--- config.mk ---
export PLATFORM = sky130hd
export DESIGN_NAME = sbctm_regs
export DESIGN_NICKNAME = d
export VERILOG_FILES = /design/src/shared/sbctm_pkg.sv /design/src/design/sbctm_regs.sv /design/src/design/sbctm_cyc_timer.sv
export SDC_FILE = /design/constraint.sdc
export NUM_CORES = 1
export LEC_CHECK = 0
export BUFFER_PORTS_ARGS = -buffer_cell sky130_fd_sc_hd__buf_2
export CAP_MARGIN = 20
export CORE_UTILIZATION = 40
export CTS_CLUSTER_DIAMETER = 50
export CTS_CLUSTER_SIZE = 30
export DETAILED_ROUTE_END_ITERATION = 10
export GPL_TIMING_DRIVEN = 0
export PLACE_DENSITY_LB_ADDON = 0.05
export SLEW_MARGIN = 40
export SYNTH_ARGS = -nofsm -noshare
export SYNTH_HDL_FRONTEND = slang
export SYNTH_HIERARCHICAL = 1
export SYNTH_SLANG_ARGS = --single-unit
--- constraint.sdc ---
create_clock -name mclk -period 6.7 [get_ports mclk]
set_input_delay 0.335 -clock mclk [delete_from_list [all_inputs] [get_ports mclk]]
set_output_delay 0.335 -clock mclk [all_outputs]
set_load 0.03 [all_outputs]
--- src/shared/sbctm_pkg.sv ---
package sbctm_pkg;

  // ------------------------------------------------------------
  // register addresses (7-bit frame address)
  // ------------------------------------------------------------
  localparam logic [6:0] ADDR_WAKE_CTRL = 7'h06;
  localparam logic [6:0] ADDR_BUS_CTRL3 = 7'h0b;
  localparam logic [6:0] ADDR_TIMER     = 7'h0c;
  localparam logic [6:0] ADDR_HW_CTRL1  = 7'h0e;
  localparam logic [6:0] ADDR_HW_CTRL2  = 7'h0f;
  localparam logic [6:0] ADDR_CP_CTRL   = 7'h10;
  localparam logic [6:0] ADDR_GPIO_CTRL = 7'h17;

  // ------------------------------------------------------------
  // field positions
  // ------------------------------------------------------------
  localparam int BIT_CAN_FLASH  = 4;
  localparam int BIT_TIMER_WAKE = 6;
  localparam int BIT_RST_HYS    = 7;
  localparam int BIT_OVT_DEL    = 5;
  localparam int BIT_RST_DEL    = 4;
  localparam int BIT_LOCK0      = 3;
  localparam int BIT_LOCK1      = 0;
  localparam int BIT_PUMP_EN    = 0;
  localparam int ON_MSB         = 6;
  localparam int ON_LSB         = 4;
  localparam int PER_MSB        = 3;
  localparam int PER_LSB        = 0;
  localparam int GPIO_MSB       = 2;

  // ------------------------------------------------------------
  // reset values and codes
  // ------------------------------------------------------------
  localparam logic [2:0] ON_RESET   = 3'h0;
  localparam logic [3:0] PER_RESET  = 4'h0;
  localparam logic [2:0] GPIO_RESET = 3'h0;
  localparam logic [2:0] ON_STOP_LO = 3'h0;
  localparam logic [2:0] ON_STOP_HI = 3'h6;
  localparam logic [2:0] ON_LAST    = 3'h5;
  localparam logic [2:0] GPIO_SENSE = 3'h3;

  // ------------------------------------------------------------
  // timing
  // ------------------------------------------------------------
  localparam int CLK_PERIOD_NS = 40;
  localparam int TICK_NS       = 100000;
  localparam int TICK_CYCLES   = TICK_NS / CLK_PERIOD_NS;
  localparam int TICK_W        = 12;
  localparam int CNT_W         = 24;
  localparam logic [4:0] OVT_CONSEC = 5'h10;

  typedef enum logic [1:0] {
    SBCTM_IDLE = 2'b00,
    SBCTM_ON   = 2'b01,
    SBCTM_OFF  = 2'b10
  } sbctm_state_type;

  // on-time in 0.1 ms ticks
  function automatic logic [CNT_W-1:0] on_ticks(input logic [2:0] c);
    unique case (c)
      3'h1:    on_ticks = 24'h000001;
      3'h2:    on_ticks = 24'h000003;
      3'h3:    on_ticks = 24'h00000a;
      3'h4:    on_ticks = 24'h000064;
      3'h5:    on_ticks = 24'h0000c8;
      default: on_ticks = 24'h000000;
    endcase
  endfunction

  // period in 0.1 ms ticks
  function automatic logic [CNT_W-1:0] per_ticks(input logic [3:0] c);
    unique case (c)
      4'h0: per_ticks = 24'h000064;
      4'h1: per_ticks = 24'h0000c8;
      4'h2: per_ticks = 24'h0001f4;
      4'h3: per_ticks = 24'h0003e8;
      4'h4: per_ticks = 24'h0007d0;
      4'h5: per_ticks = 24'h001388;
      4'h6: per_ticks = 24'h002710;
      4'h7: per_ticks = 24'h004e20;
      4'h8: per_ticks = 24'h00c350;
      4'h9: per_ticks = 24'h0186a0;
      4'ha: per_ticks = 24'h030d40;
      4'hb: per_ticks = 24'h07a120;
      4'hc: per_ticks = 24'h0f4240;
      4'hd: per_ticks = 24'h1e8480;
      4'he: per_ticks = 24'h4c4b40;
      4'hf: per_ticks = 24'h989680;
    endcase
  endfunction

endpackage

--- src/design/sbctm_regs.sv ---
`timescale 1ns/1ps

// What this block does
// - can fast-mode bit 4: 0 keeps slew control, 1 drops it.
// - on-time bits 6:4 code 000 stops low; 001..101 select on-times.
// - on-time 110 stops with output high; 111 reserved, not running.
// - period bits 3:0 select 10 ms up to 1000 s in order.
// - timer runs once assigned to a user and a running on-time set.
// - cyclic sense plus switch cleared in restart clears timer settings.
// - cyclic sense and cyclic wake share one timer concurrently.
// - timer configuration takes effect as chip select rises.
// - timer register clears on power-on, soft reset and restart entry.
// - hysteresis bit 7 set forces top release threshold.
// - wait bit 5 set extends thermal wait x64 from the 17th event on.
// - reset delay bit 4: 0 long delay, 1 short delay.
// - level-0 lock bit 3 blocks charge pump and gpio writes.
// - other lockable bits are governed by the level-1 lock.
// - locked bits keep their value through soft reset.
// - level-1 lock makes soft reset keep hysteresis, wait and delay bits.
// - reserved bits ignore writes and read zero.
// - timer wake enable bit makes timer a cyclic wake source.
// - gpio code 011 assigns high side to timer for cyclic sense.
module sbctm_regs #(
  parameter int TICK_CYCLES = sbctm_pkg::TICK_CYCLES
) (
  input  wire logic       mclk,
  input  wire logic       rst_b,
  input  wire logic       chip_select_n,
  input  wire logic       wr_valid,
  input  wire logic [6:0] wr_addr,
  input  wire logic [7:0] wr_data,
  input  wire logic       rd_en,
  input  wire logic [6:0] rd_addr,
  input  wire logic       soft_reset,
  input  wire logic       restart_entry,
  input  wire logic       restart_active,
  input  wire logic       hs_switch_cleared,
  input  wire logic       ovt_event,
  input  wire logic       ovt_calm,
  output logic [7:0]      rd_data_q,
  output logic            can_fast_mode_q,
  output logic            can_slew_control_q,
  output logic            reset_release_hysteresis_sel_q,
  output logic            overtemp_wait_extension_q,
  output logic            ovt_wait_x64_q,
  output logic            reset_delay_sel_q,
  output logic            charge_pump_enable_q,
  output logic [2:0]      gpio_config_q,
  output logic            timer_wake_enable_q,
  output logic            high_side_output,
  output logic            timer_wake_pulse_q,
  output logic            timer_running
);

  // ------------------------------------------------------------
  // state
  // ------------------------------------------------------------
  logic       can_fast_mode_d, can_slew_control_d;
  logic [2:0] timer_on_q, timer_on_d;
  logic [3:0] timer_period_q, timer_period_d;
  logic       rst_hys_d, ovt_del_d, rst_del_d;
  logic       lock0_q, lock0_d, lock1_q, lock1_d;
  logic       wake_en_d, pump_en_d;
  logic [2:0] gpio_d;
  logic       pend_valid_q, pend_valid_d;
  logic [6:0] pend_addr_q, pend_addr_d;
  logic [7:0] pend_data_q, pend_data_d;
  logic       sel_prev_q;
  logic       tload_q, tload_d;
  logic [7:0] rd_data_d;
  logic [4:0] ovt_cnt_q, ovt_cnt_d;
  logic       x64_d, wake_pulse_d;
  logic       sel_rise, commit, assigned;
  logic       period_start;

  // ------------------------------------------------------------
  // write staging and commit
  // ------------------------------------------------------------
  always_comb begin
    can_fast_mode_d = can_fast_mode_q;
    timer_on_d      = timer_on_q;
    timer_period_d  = timer_period_q;
    rst_hys_d       = reset_release_hysteresis_sel_q;
    ovt_del_d       = overtemp_wait_extension_q;
    rst_del_d       = reset_delay_sel_q;
    lock0_d         = lock0_q;
    lock1_d         = lock1_q;
    wake_en_d       = timer_wake_enable_q;
    pump_en_d       = charge_pump_enable_q;
    gpio_d          = gpio_config_q;
    pend_valid_d    = pend_valid_q;
    pend_addr_d     = pend_addr_q;
    pend_data_d     = pend_data_q;
    tload_d         = 1'b0;
    sel_rise        = chip_select_n && !sel_prev_q;
    commit          = pend_valid_q && sel_rise;

    if (sel_rise) begin
      pend_valid_d = 1'b0;
    end
    if (wr_valid && !chip_select_n) begin
      pend_valid_d = 1'b1;
      pend_addr_d  = wr_addr;
      pend_data_d  = wr_data;
    end

    if (commit) begin
      unique case (pend_addr_q)
        sbctm_pkg::ADDR_BUS_CTRL3: begin
          can_fast_mode_d = pend_data_q[sbctm_pkg::BIT_CAN_FLASH];
        end
        sbctm_pkg::ADDR_TIMER: begin
          timer_on_d     =
            pend_data_q[sbctm_pkg::ON_MSB:sbctm_pkg::ON_LSB];
          timer_period_d =
            pend_data_q[sbctm_pkg::PER_MSB:sbctm_pkg::PER_LSB];
          tload_d        = 1'b1;
        end
        sbctm_pkg::ADDR_HW_CTRL1: begin
          if (!lock1_q) begin
            rst_hys_d  = pend_data_q[sbctm_pkg::BIT_RST_HYS];
            ovt_del_d  = pend_data_q[sbctm_pkg::BIT_OVT_DEL];
            rst_del_d  = pend_data_q[sbctm_pkg::BIT_RST_DEL];
          end
          lock0_d = pend_data_q[sbctm_pkg::BIT_LOCK0];
        end
        sbctm_pkg::ADDR_HW_CTRL2: begin
          // lock1 sticks until power-up
          if (!lock1_q) begin
            lock1_d = pend_data_q[sbctm_pkg::BIT_LOCK1];
          end
        end
        sbctm_pkg::ADDR_WAKE_CTRL: begin
          wake_en_d = pend_data_q[sbctm_pkg::BIT_TIMER_WAKE];
        end
        sbctm_pkg::ADDR_GPIO_CTRL: begin
          if (!lock0_q) begin
            gpio_d = pend_data_q[sbctm_pkg::GPIO_MSB:0];
          end
        end
        sbctm_pkg::ADDR_CP_CTRL: begin
          if (!lock0_q) begin
            pump_en_d = pend_data_q[sbctm_pkg::BIT_PUMP_EN];
          end
        end
        default: begin
        end
      endcase
    end

    if (restart_active && hs_switch_cleared &&
        gpio_config_q == sbctm_pkg::GPIO_SENSE) begin
      timer_on_d     = sbctm_pkg::ON_RESET;
      timer_period_d = sbctm_pkg::PER_RESET;
      tload_d        = 1'b1;
    end

    if (soft_reset) begin
      pend_valid_d    = 1'b0;
      can_fast_mode_d = 1'b0;
      wake_en_d       = 1'b0;
      if (!lock1_q) begin
        rst_hys_d  = 1'b0;
        ovt_del_d  = 1'b0;
        rst_del_d  = 1'b0;
      end
      if (!lock0_q) begin
        gpio_d    = sbctm_pkg::GPIO_RESET;
        pump_en_d = 1'b0;
      end
    end

    if (soft_reset || restart_entry) begin
      timer_on_d     = sbctm_pkg::ON_RESET;
      timer_period_d = sbctm_pkg::PER_RESET;
      tload_d        = 1'b1;
    end
    can_slew_control_d = !can_fast_mode_d;
  end

  always_ff @(posedge mclk or negedge rst_b) begin
    if (!rst_b) begin
      can_fast_mode_q                <= 1'b0;
      can_slew_control_q             <= 1'b1;
      timer_on_q                     <= sbctm_pkg::ON_RESET;
      timer_period_q                 <= sbctm_pkg::PER_RESET;
      reset_release_hysteresis_sel_q <= 1'b0;
      overtemp_wait_extension_q      <= 1'b0;
      reset_delay_sel_q              <= 1'b0;
      lock0_q                        <= 1'b0;
      lock1_q                        <= 1'b0;
      timer_wake_enable_q            <= 1'b0;
      charge_pump_enable_q           <= 1'b0;
      gpio_config_q                  <= sbctm_pkg::GPIO_RESET;
      pend_valid_q                   <= 1'b0;
      pend_addr_q                    <= '0;
      pend_data_q                    <= '0;
      sel_prev_q                     <= 1'b1;
      tload_q                        <= 1'b0;
    end else begin
      can_fast_mode_q                <= can_fast_mode_d;
      can_slew_control_q             <= can_slew_control_d;
      timer_on_q                     <= timer_on_d;
      timer_period_q                 <= timer_period_d;
      reset_release_hysteresis_sel_q <= rst_hys_d;
      overtemp_wait_extension_q      <= ovt_del_d;
      reset_delay_sel_q              <= rst_del_d;
      lock0_q                        <= lock0_d;
      lock1_q                        <= lock1_d;
      timer_wake_enable_q            <= wake_en_d;
      charge_pump_enable_q           <= pump_en_d;
      gpio_config_q                  <= gpio_d;
      pend_valid_q                   <= pend_valid_d;
      pend_addr_q                    <= pend_addr_d;
      pend_data_q                    <= pend_data_d;
      sel_prev_q                     <= chip_select_n;
      tload_q                        <= tload_d;
    end
  end

  // ------------------------------------------------------------
  // readback and thermal wait
  // ------------------------------------------------------------
  always_comb begin
    rd_data_d = rd_data_q;
    if (rd_en) begin
      rd_data_d = 8'h00;
      unique case (rd_addr)
        sbctm_pkg::ADDR_BUS_CTRL3:
          rd_data_d[sbctm_pkg::BIT_CAN_FLASH] = can_fast_mode_q;
        sbctm_pkg::ADDR_TIMER: begin
          rd_data_d[sbctm_pkg::ON_MSB:sbctm_pkg::ON_LSB] = timer_on_q;
          rd_data_d[sbctm_pkg::PER_MSB:sbctm_pkg::PER_LSB] =
            timer_period_q;
        end
        sbctm_pkg::ADDR_HW_CTRL1: begin
          rd_data_d[sbctm_pkg::BIT_RST_HYS] =
            reset_release_hysteresis_sel_q;
          rd_data_d[sbctm_pkg::BIT_OVT_DEL]  = overtemp_wait_extension_q;
          rd_data_d[sbctm_pkg::BIT_RST_DEL]  = reset_delay_sel_q;
          rd_data_d[sbctm_pkg::BIT_LOCK0]    = lock0_q;
        end
        sbctm_pkg::ADDR_HW_CTRL2:
          rd_data_d[sbctm_pkg::BIT_LOCK1] = lock1_q;
        sbctm_pkg::ADDR_WAKE_CTRL:
          rd_data_d[sbctm_pkg::BIT_TIMER_WAKE] = timer_wake_enable_q;
        sbctm_pkg::ADDR_GPIO_CTRL:
          rd_data_d[sbctm_pkg::GPIO_MSB:0] = gpio_config_q;
        sbctm_pkg::ADDR_CP_CTRL:
          rd_data_d[sbctm_pkg::BIT_PUMP_EN] = charge_pump_enable_q;
        default: begin
        end
      endcase
    end

    ovt_cnt_d = ovt_cnt_q;
    if (ovt_event) begin
      if (ovt_cnt_q <= sbctm_pkg::OVT_CONSEC) begin
        ovt_cnt_d = ovt_cnt_q + 5'h01;
      end
    end else if (ovt_calm) begin
      ovt_cnt_d = 5'h00;
    end
    x64_d = overtemp_wait_extension_q &&
            ovt_cnt_d > sbctm_pkg::OVT_CONSEC;

    wake_pulse_d = period_start && timer_wake_enable_q;
  end

  always_ff @(posedge mclk or negedge rst_b) begin
    if (!rst_b) begin
      rd_data_q          <= 8'h00;
      ovt_cnt_q          <= 5'h00;
      ovt_wait_x64_q     <= 1'b0;
      timer_wake_pulse_q <= 1'b0;
    end else begin
      rd_data_q          <= rd_data_d;
      ovt_cnt_q          <= ovt_cnt_d;
      ovt_wait_x64_q     <= x64_d;
      timer_wake_pulse_q <= wake_pulse_d;
    end
  end

  // ------------------------------------------------------------
  // shared cyclic timer
  // ------------------------------------------------------------
  // timer users
  assign assigned = timer_wake_enable_q ||
                    gpio_config_q == sbctm_pkg::GPIO_SENSE;

  sbctm_cyc_timer #(
    .TICK_CYCLES (TICK_CYCLES)
  ) u_timer (
    .mclk           (mclk),
    .rst_b          (rst_b),
    .on_code        (timer_on_q),
    .per_code       (timer_period_q),
    .assigned       (assigned),
    .cfg_load       (tload_q),
    .hs_q           (high_side_output),
    .period_start_q (period_start),
    .running_q      (timer_running)
  );

endmodule // sbctm_regs

--- src/design/sbctm_cyc_timer.sv ---
`timescale 1ns/1ps

module sbctm_cyc_timer #(
  parameter int TICK_CYCLES = sbctm_pkg::TICK_CYCLES
) (
  input  wire logic       mclk,
  input  wire logic       rst_b,
  input  wire logic [2:0] on_code,
  input  wire logic [3:0] per_code,
  input  wire logic       assigned,
  input  wire logic       cfg_load,
  output logic            hs_q,
  output logic            period_start_q,
  output logic            running_q
);

  localparam logic [sbctm_pkg::TICK_W-1:0] TICK_LAST =
    sbctm_pkg::TICK_W'(TICK_CYCLES - 1);

  sbctm_pkg::sbctm_state_type        st_q, st_d;
  logic [sbctm_pkg::TICK_W-1:0]      presc_q, presc_d;
  logic [sbctm_pkg::CNT_W-1:0]       cnt_q, cnt_d, cnt_inc;
  logic                              hs_d, pstart_d, run;

  always_comb begin
    st_d     = st_q;
    presc_d  = presc_q;
    cnt_d    = cnt_q;
    pstart_d = 1'b0;
    cnt_inc  = cnt_q + 24'h000001;
    run = assigned && on_code != sbctm_pkg::ON_STOP_LO &&
          on_code <= sbctm_pkg::ON_LAST;
    if (!run) begin
      st_d    = sbctm_pkg::SBCTM_IDLE;
      presc_d = '0;
      cnt_d   = '0;
    end else if (cfg_load || st_q == sbctm_pkg::SBCTM_IDLE) begin
      st_d     = sbctm_pkg::SBCTM_ON;
      presc_d  = '0;
      cnt_d    = '0;
      pstart_d = 1'b1;
    end else if (presc_q == TICK_LAST) begin
      presc_d = '0;
      cnt_d   = cnt_inc;
      if (cnt_inc == sbctm_pkg::on_ticks(on_code)) begin
        st_d = sbctm_pkg::SBCTM_OFF;
      end
      if (cnt_inc == sbctm_pkg::per_ticks(per_code)) begin
        st_d     = sbctm_pkg::SBCTM_ON;
        cnt_d    = '0;
        pstart_d = 1'b1;
      end
    end else begin
      presc_d = presc_q + 12'h001;
    end
    if (!run) begin
      hs_d = (on_code == sbctm_pkg::ON_STOP_HI);
    end else begin
      hs_d = (st_d == sbctm_pkg::SBCTM_ON);
    end
  end

  always_ff @(posedge mclk or negedge rst_b) begin
    if (!rst_b) begin
      st_q           <= sbctm_pkg::SBCTM_IDLE;
      presc_q        <= '0;
      cnt_q          <= '0;
      hs_q           <= 1'b0;
      period_start_q <= 1'b0;
      running_q      <= 1'b0;
    end else begin
      st_q           <= st_d;
      presc_q        <= presc_d;
      cnt_q          <= cnt_d;
      hs_q           <= hs_d;
      period_start_q <= pstart_d;
      running_q      <= run;
    end
  end

endmodule // sbctm_cyc_timer

# [After elaboration in Yosys (flattened, before gate mapping)]
# Memory sizes are Yosys's and may differ from the RTL's.
# Index checks and enable logic that the tools add are counted.
[classes] addsub=3 magnitude_cmp=3 eq_ne=26 muxes=81 n_reduce_logical=26
[op_table] operator="$mux 24" count=10
[op_table] operator="$eq 7x4->1 const B" count=8
[op_table] operator="$eq 24x24->1" count=2
[op_table] operator="$mux 1" count=40
[op_table] operator="$pmux 8 s5" count=1
[op_table] operator="$mux 12" count=3
[op_table] operator="$eq 7x5->1 const B" count=4
[op_table] operator="$mux 3" count=9
[op_table] operator="$add 24x1->24 const B" count=1
[op_table] operator="$mux 4" count=4
[op_table] operator="$mux 5" count=3
[op_table] operator="$eq 7x3->1 const B" count=2
[op_table] operator="$add 12x1->12 const B" count=1
[op_table] operator="$eq 12x12->1 const B" count=1
[op_table] operator="$reduce_bool 3->1" count=4
[op_table] operator="$mux 2" count=5
[op_table] operator="$eq 3x2->1 const B" count=3
[op_table] operator="$eq 3x3->1 const B" count=3
[op_table] operator="$logic_and 1x1->1" count=9
[op_table] operator="$reduce_and 2->1" count=4
[op_table] operator="$pmux 1 s2" count=3
[op_table] operator="$add 5x1->5 const B" count=1
[op_table] operator="$gt 5x5->1 const B" count=1
[op_table] operator="$le 5x5->1 const B" count=1
[op_table] operator="other kinds (11)" count=16
[totals] ff_bits=93 romBits=336 inputBits=33 out_inout_bits=22 wordCells=167 memories=1
[mem_list] name="(name not given)" depth=16 word_bits=21 read_ports=1 rd_clocked_by_memory_dff=0 wr=0 line="sbctm_pkg.sv:72" source="unique case (c)"

# [Longest topological paths before layout]
[logic_depth] depth_word=13 ltp_mapped=14 ltp_nobuf=12

# [Modules after synthesis]
# The synthesis kept the hierarchy.
[modules_own_cells] module="sbctm_cyc_timer" instances=1 cells_each=470 area_per_inst_um2=3843.7 seq_area_each_um2=1026.0
[modules_own_cells] module="sbctm_regs" instances=1 cells_each=225 area_per_inst_um2=2466.1 seq_area_each_um2=1303.8

# [Least setup slack after synthesis]
# Ideal clock, no wire load.
[synth_timing] path_kind="flip-flop to flip-flop" from="reg timer_period_q[0]" to="reg u_timer/cnt_q[10] (netlist bit)" setup_time_ps=126 arrival_time_ps=3389 required_ps=6574 slack_ps=3185 path_stages_with_launch=13 path_buffers=2 period_less_slack_ps=3515 path_cell_list="dfrtp_1 > clkbuf_1 > inv_1 > ha_1 > mux4_2 > or4b_1 > a31oi_1 > a41oi_1 > a2111oi_2 > and3_1 > buf_6 > nor2_2 > a221o_1"
[synth_via] elab_chain_cells=9
[synth_lines] element="from (decl)" line="sbctm_regs.sv:60" source="logic [3:0] timer_period_q, timer_period_d;"
[synth_lines] element="from (signal assigned)" line="sbctm_regs.sv:186" source="timer_period_q <= sbctm_pkg::PER_RESET;"
[synth_lines] element="from (signal assigned)" line="sbctm_regs.sv:204" source="timer_period_q <= timer_period_d;"
[synth_lines] element="$mem_v2 16x21"
[synth_lines] element="$mux 24" line="sbctm_cyc_timer.sv:42" source="end else if (presc_q == TICK_LAST) begin"
[synth_lines] element="$mux 24" line="sbctm_cyc_timer.sv:37" source="end else if (cfg_load || st_q == sbctm_pkg::SBCTM_IDLE) begin"
[synth_lines] element="$mux 24" line="sbctm_cyc_timer.sv:33" source="if (!run) begin"
[synth_lines] element="$eq 24x24->1" line="sbctm_cyc_timer.sv:48" source="if (cnt_inc == sbctm_pkg::per_ticks(per_code)) begin"
[synth_lines] element="$mux 24" line="sbctm_cyc_timer.sv:48"
[synth_lines] element="$mux 24" line="sbctm_cyc_timer.sv:42"
[synth_lines] element="$mux 24" line="sbctm_cyc_timer.sv:37"
[synth_lines] element="$mux 24" line="sbctm_cyc_timer.sv:33"
[synth_lines] element="to (signal assigned)" line="sbctm_cyc_timer.sv:74" source="cnt_q <= cnt_d;"
[synth_lines] element="to (decl)" line="sbctm_cyc_timer.sv:22" source="logic [sbctm_pkg::CNT_W-1:0] cnt_q, cnt_d, cnt_inc;"
# No other way between the ends. The select of a mux whose other input is x is not followed.
# A chain may end at the register's enable or synchronous reset.

# [Final worst setup path]
[layout_timing] from="reg timer_period_q[0]" to="reg u_timer/cnt_q[23] (netlist bit)"
# The elaborated chain is that of the path after synthesis.

==> summary.md <==
The flow ran to the end, and the final reports show no timing, DRC or antenna violations. The mean instance size in the synthesized netlist is 9.08 um2, and the number of warnings reported in the yosys synthesis log is 6. The tools report the portion of the post-synthesis area used by sequential elements as 0.369.

The detail route stage leaves a number of antenna-violating nets equal to 0. The cell depth of the worst hold path was 1; the placer's final routability congestion estimate was 0.928. The maximum number of buffers from clock root to sink was 2. The number of antenna violations at the first check in global routing is 0, and the number of distinct library cell variants in the gate-level netlist after synthesis is 78. The adder-cell share of the synthesized area was 0.0278.

The run gives 6 as the number of detailed-route iterations in the first pass. The area fraction of the dominant cell type after synthesis works out to 0.361. Type of the most critical hold path: input pin to flop. The core region is 0.0153 mm2.

The run gives 353 as the number of violations reported at the end of detailed-routing iteration 0. The analysis attributes to cell leakage a power of 2.97 nW. The total number of vias is 5493, and the post-synth design cell area is 0.00631 mm2. The post-synthesis simple-gate area fraction works out to 0.275. The run gives 0 as the antenna diode count.

The final count of pins violating max slew is 0, and the number of synthesized flops with an enable pin is 0. Overall power consumption after layout is estimated at 1.18 mW. The number of nets in the synthesized netlist is 742. For the CTS H-tree depth, the log shows 3. For this run, the leading register cell type out of synthesis is dfrtp_1. Pin placement for this block handled 55 I/O pins. The die is 128 um wide. Setup repair after global routing left no endpoint under its margin. The number of endpoints with negative hold slack in the final report is 0. The data arrival time of the worst path came out at 4.52 ns. In the post-synthesis netlist, the biggest area contributors are dfrtp_1 (36%), nor2_1 (3.9%), mux2_2 (3.9%). In this run, placement finished with an instance count of 958.

The clock reaches the later pin of the worst-skew pair after 0.36 ns. Summed over all instances, the cell type with the most area after synthesis is dfrtp_1. Once the clock tree was built, the setup fixing pass inserted 0 buffers. The share of the cycle needed by the critical path after routing works out to 0.639.

The logs give 0.421 for the worst slew margin relative to its limit and 17400 um for the total wire length after detailed routing. The run gives 0.303 as the fraction of met1 tracks used by global routing. For the finished layout, the period the worst path requires is 4.28 ns. The pin count of the biggest net entering global routing was 65; the area enclosed by the die boundary was 0.0163 mm2. The share of final-layout standard cells stronger than drive strength 1 is 0.166, and the number of standard cells in the layout, taps in and fillers out is 974. The routing usage on met3 is 0.0239, and the vertical die dimension is 128 um. IR analysis of the VDD net gives a maximum drop of 109 uV. The count of cells along the worst register-to-register path is 12. For the final database, setup skew stands at 0.00800 ns.

The count of buffers added on input and output ports is 51. In this run the most used layer during global routing was met2. Max-cap violations in this run came to 0. The worst setup path is of the flop to flop kind. The number of sinks driven by the clock tree was 93; the transition at the pin with the smallest max-transition slack was 0.866 ns.

The synthesis-stage register bit count is 93. Clock-pin slew was measured on the worst setup and hold paths at 0.07 ns. In the post-route analysis, the smallest setup slack over all paths is 2.42 ns.

STA classifies the critical path startpoint as a flop. Timing analysis after detailed placement gives a worst setup slack of 2.49 ns. In the final timing run, aggregate negative setup slack is 0 ns. The post-detailed-placement half-perimeter wirelength is 13100 um. The tools report the final global-route overflow total as 0. The share of cell area taken by muxes after synthesis came out at 0.0750. After the last flow step, the layout net total stands at 806. Dividing the detail-routed via count by the number of cells gives 5.64. The proportion of synthesized flip-flops having asynchronous set or reset works out to 1.00.

Main combinational cell family by area after synthesis: simple AND/OR/NAND/NOR gates. The via count of the first global-routing pass was 5437; the compound-cell area share of the yosys netlist was 0.134. The setup violation total in the final timing report is 0, and the DRC violation count after routing is 0.

The post-synthesis xor/xnor area fraction was 0.0718. The type of element capturing the critical path was a flop. STA puts the critical path data required time at 6.94 ns. Dividing the detail-routed wire length by the instance count gives 17.8 um.

The master cell of the clock root buffer is clkbuf_16. The first global-routing pass estimated 28700 um of wire. For the maximum achievable frequency, the log shows 234 MHz. The tools report the initial cell density of the core as 0.412.

The met2 global-route usage is 0.381, and the layout overhead on the synthesized area is 13.5%. Post-synthesis instance total: 695. Row generation in the floorplan step produced 45 rows. The areal power density over the cells was 165 mW/mm2. The tools report the overall global routing resource usage as 0.226.

TritonCTS built the clock tree. The maximum fanout along the worst path was 10; the number of buffers inserted during clock tree synthesis was 9.
-- cells in the mapped netlist, types with 14 or more instances --
| library cell | n |
|---|---|
| ha_1 | 14 |
| inv_1 | 33 |
| nand2_1 | 60 |
| xnor2_1 | 25 |
| nand3_1 | 42 |
| mux2i_1 | 18 |
| nor3_1 | 14 |
| xor2_1 | 19 |
| dfrtp_1 | 91 |
| nor2_1 | 66 |
| nand4_1 | 17 |
| nor2b_1 | 17 |
| a21oi_1 | 16 |
| o21ai_0 | 16 |
| clkbuf_1 | 25 |
| mux2_2 | 22 |
| and3_1 | 15 |
-- report_power, final --
| group | leakage, nW | internal (mW) | total [mW] | switching, mW |
|---|---|---|---|---|
| Clock | 0.134 | 0.264 | 0.497 | 0.234 |
| Combinational | 1.58 | 0.0382 | 0.0817 | 0.0435 |
| Sequential | 1.25 | 0.580 | 0.603 | 0.0223 |
| Total | 2.97 | 0.882 | 1.18 | 0.299 |
-- kinds of logic after synthesis --
kind of cell / count (synthesis)
XOR/XNOR: 47
multiplexers: 42
buffers and inverters: 72
AO/OA/AOI/OAI: 116
adder cells (fa/ha/maj): 14
flip-flops: 93
AND/OR/NAND/NOR: 311
-- worst max-delay path, stage by stage, from the launching register on --
cell and delay (ns):
dfrtp_1 0.47, clkbuf_1 0.36, inv_1 0.15, ha_1 0.35, mux4_2 0.58, or4b_1 0.50, a31oi_1 0.21, a41oi_1 0.08
a2111oi_2 0.55, nand3_2 0.33, buf_2 0.31, a31oi_1 0.20, nand2_1 0.07
-- repair_timing --
item                                   4_1_cts  5_1_grt
endpoints found under the hold margin       29        0
gates resized for setup                      0        0
hold buffers                                 1        0
-- per-stage QoR --
stage	instance area (um2)	util	hold WS, ns
2_1_floorplan	6310	-	0.0394
3_3_place_gp	6830	0.446	0.467
4_1_cts	7160	0.468	0.104
3_5_place_dp	6880	0.449	0.218
6_report	7160	0.468	0.115
5_1_grt	7160	0.468	0.108
-- layer usage --
metal  part of all wire  up-vias
met5                  0        -
met4              0.020        0
met3              0.043       28
met2               0.48      153
met1               0.46     2654
li1                   -     2658
-- cell usage in the layout, fill, tap and decap left out, types with 4 or more instances in the layout --
master | synthesis | routed
dfrtp_1 | 91 | 91
nor2_1 | 66 | 66
nand2_1 | 60 | 60
buf_2 | 7 | 57
nand3_1 | 42 | 42
inv_1 | 33 | 33
clkbuf_1 | 25 | 26
xnor2_1 | 25 | 25
mux2_2 | 22 | 22
xor2_1 | 19 | 19
mux2i_1 | 18 | 18
nor2b_1 | 17 | 17
nand4_1 | 17 | 17
a21oi_1 | 16 | 16
o21ai_0 | 16 | 16
and3_1 | 15 | 15
nor3_1 | 14 | 14
ha_1 | 14 | 14
o211ai_1 | 11 | 11
nand2b_1 | 10 | 10
a31oi_1 | 10 | 10
nor4_1 | 11 | 9
clkbuf_16 | 0 | 9
nand4b_1 | 8 | 8
o22ai_1 | 7 | 7
nor3b_1 | 7 | 7
a211oi_1 | 7 | 7
a22oi_1 | 6 | 6
and2_1 | 5 | 5
o311ai_0 | 5 | 5
or2_2 | 4 | 4
nor4b_1 | 4 | 4
or3_1 | 4 | 4
and4_1 | 4 | 4
or4_1 | 4 | 4
o31ai_1 | 4 | 4
buf_1 | 4 | 4
-- path summary, 6_finish.rpt --
path / from / end / slack, ns
worst max-delay path: timer_period_q[0]$_DFFE_PN0P_ / u_timer/cnt_q[23]$_DFFE_PN0P_ / 2.42
max in group asynchronous: rst_b / sel_prev_q$_DFF_PN1_ / 5.65
min in group asynchronous: rst_b / u_timer/presc_q[2]$_DFF_PN0_ / 0.43
worst max register to register: timer_period_q[0]$_DFFE_PN0P_ / u_timer/cnt_q[23]$_DFFE_PN0P_ / 2.42
worst min-delay path: chip_select_n / sel_prev_q$_DFF_PN1_ / 0.12
worst min register to register: u_timer/period_start_q$_DFF_PN0_ / timer_wake_pulse_q$_DFF_PN0_ / 0.48
-- cell type report --
| class | instances | area, um2 |
|---|---|---|
| plain buffers | 39 | 170 |
| clock inverters | 4 | 32.5 |
| repair buffers | 53 | 303 |
| inverters | 33 | 124 |
| clock buffers | 11 | 243 |
| flip-flops and latches | 93 | 2330 |
| fillers | 1539 | 8150 |
| well taps | 211 | 264 |
| multi-input cells | 530 | 3700 |
-- flip-flops by register name (all words and copies together), names as in the netlist, 2 cells and up, named ones only --
| register | count |
|---|---|
| rd_data_q | 8 |
| u_timer/presc_q | 12 |
| u_timer/st_q | 2 |
| ovt_cnt_q | 5 |
| timer_on_q | 3 |
| pend_addr_q | 7 |
| pend_data_q | 8 |
| timer_period_q | 4 |
| u_timer/cnt_q | 24 |
Note: power is estimated with default switching activity, not from simulation.
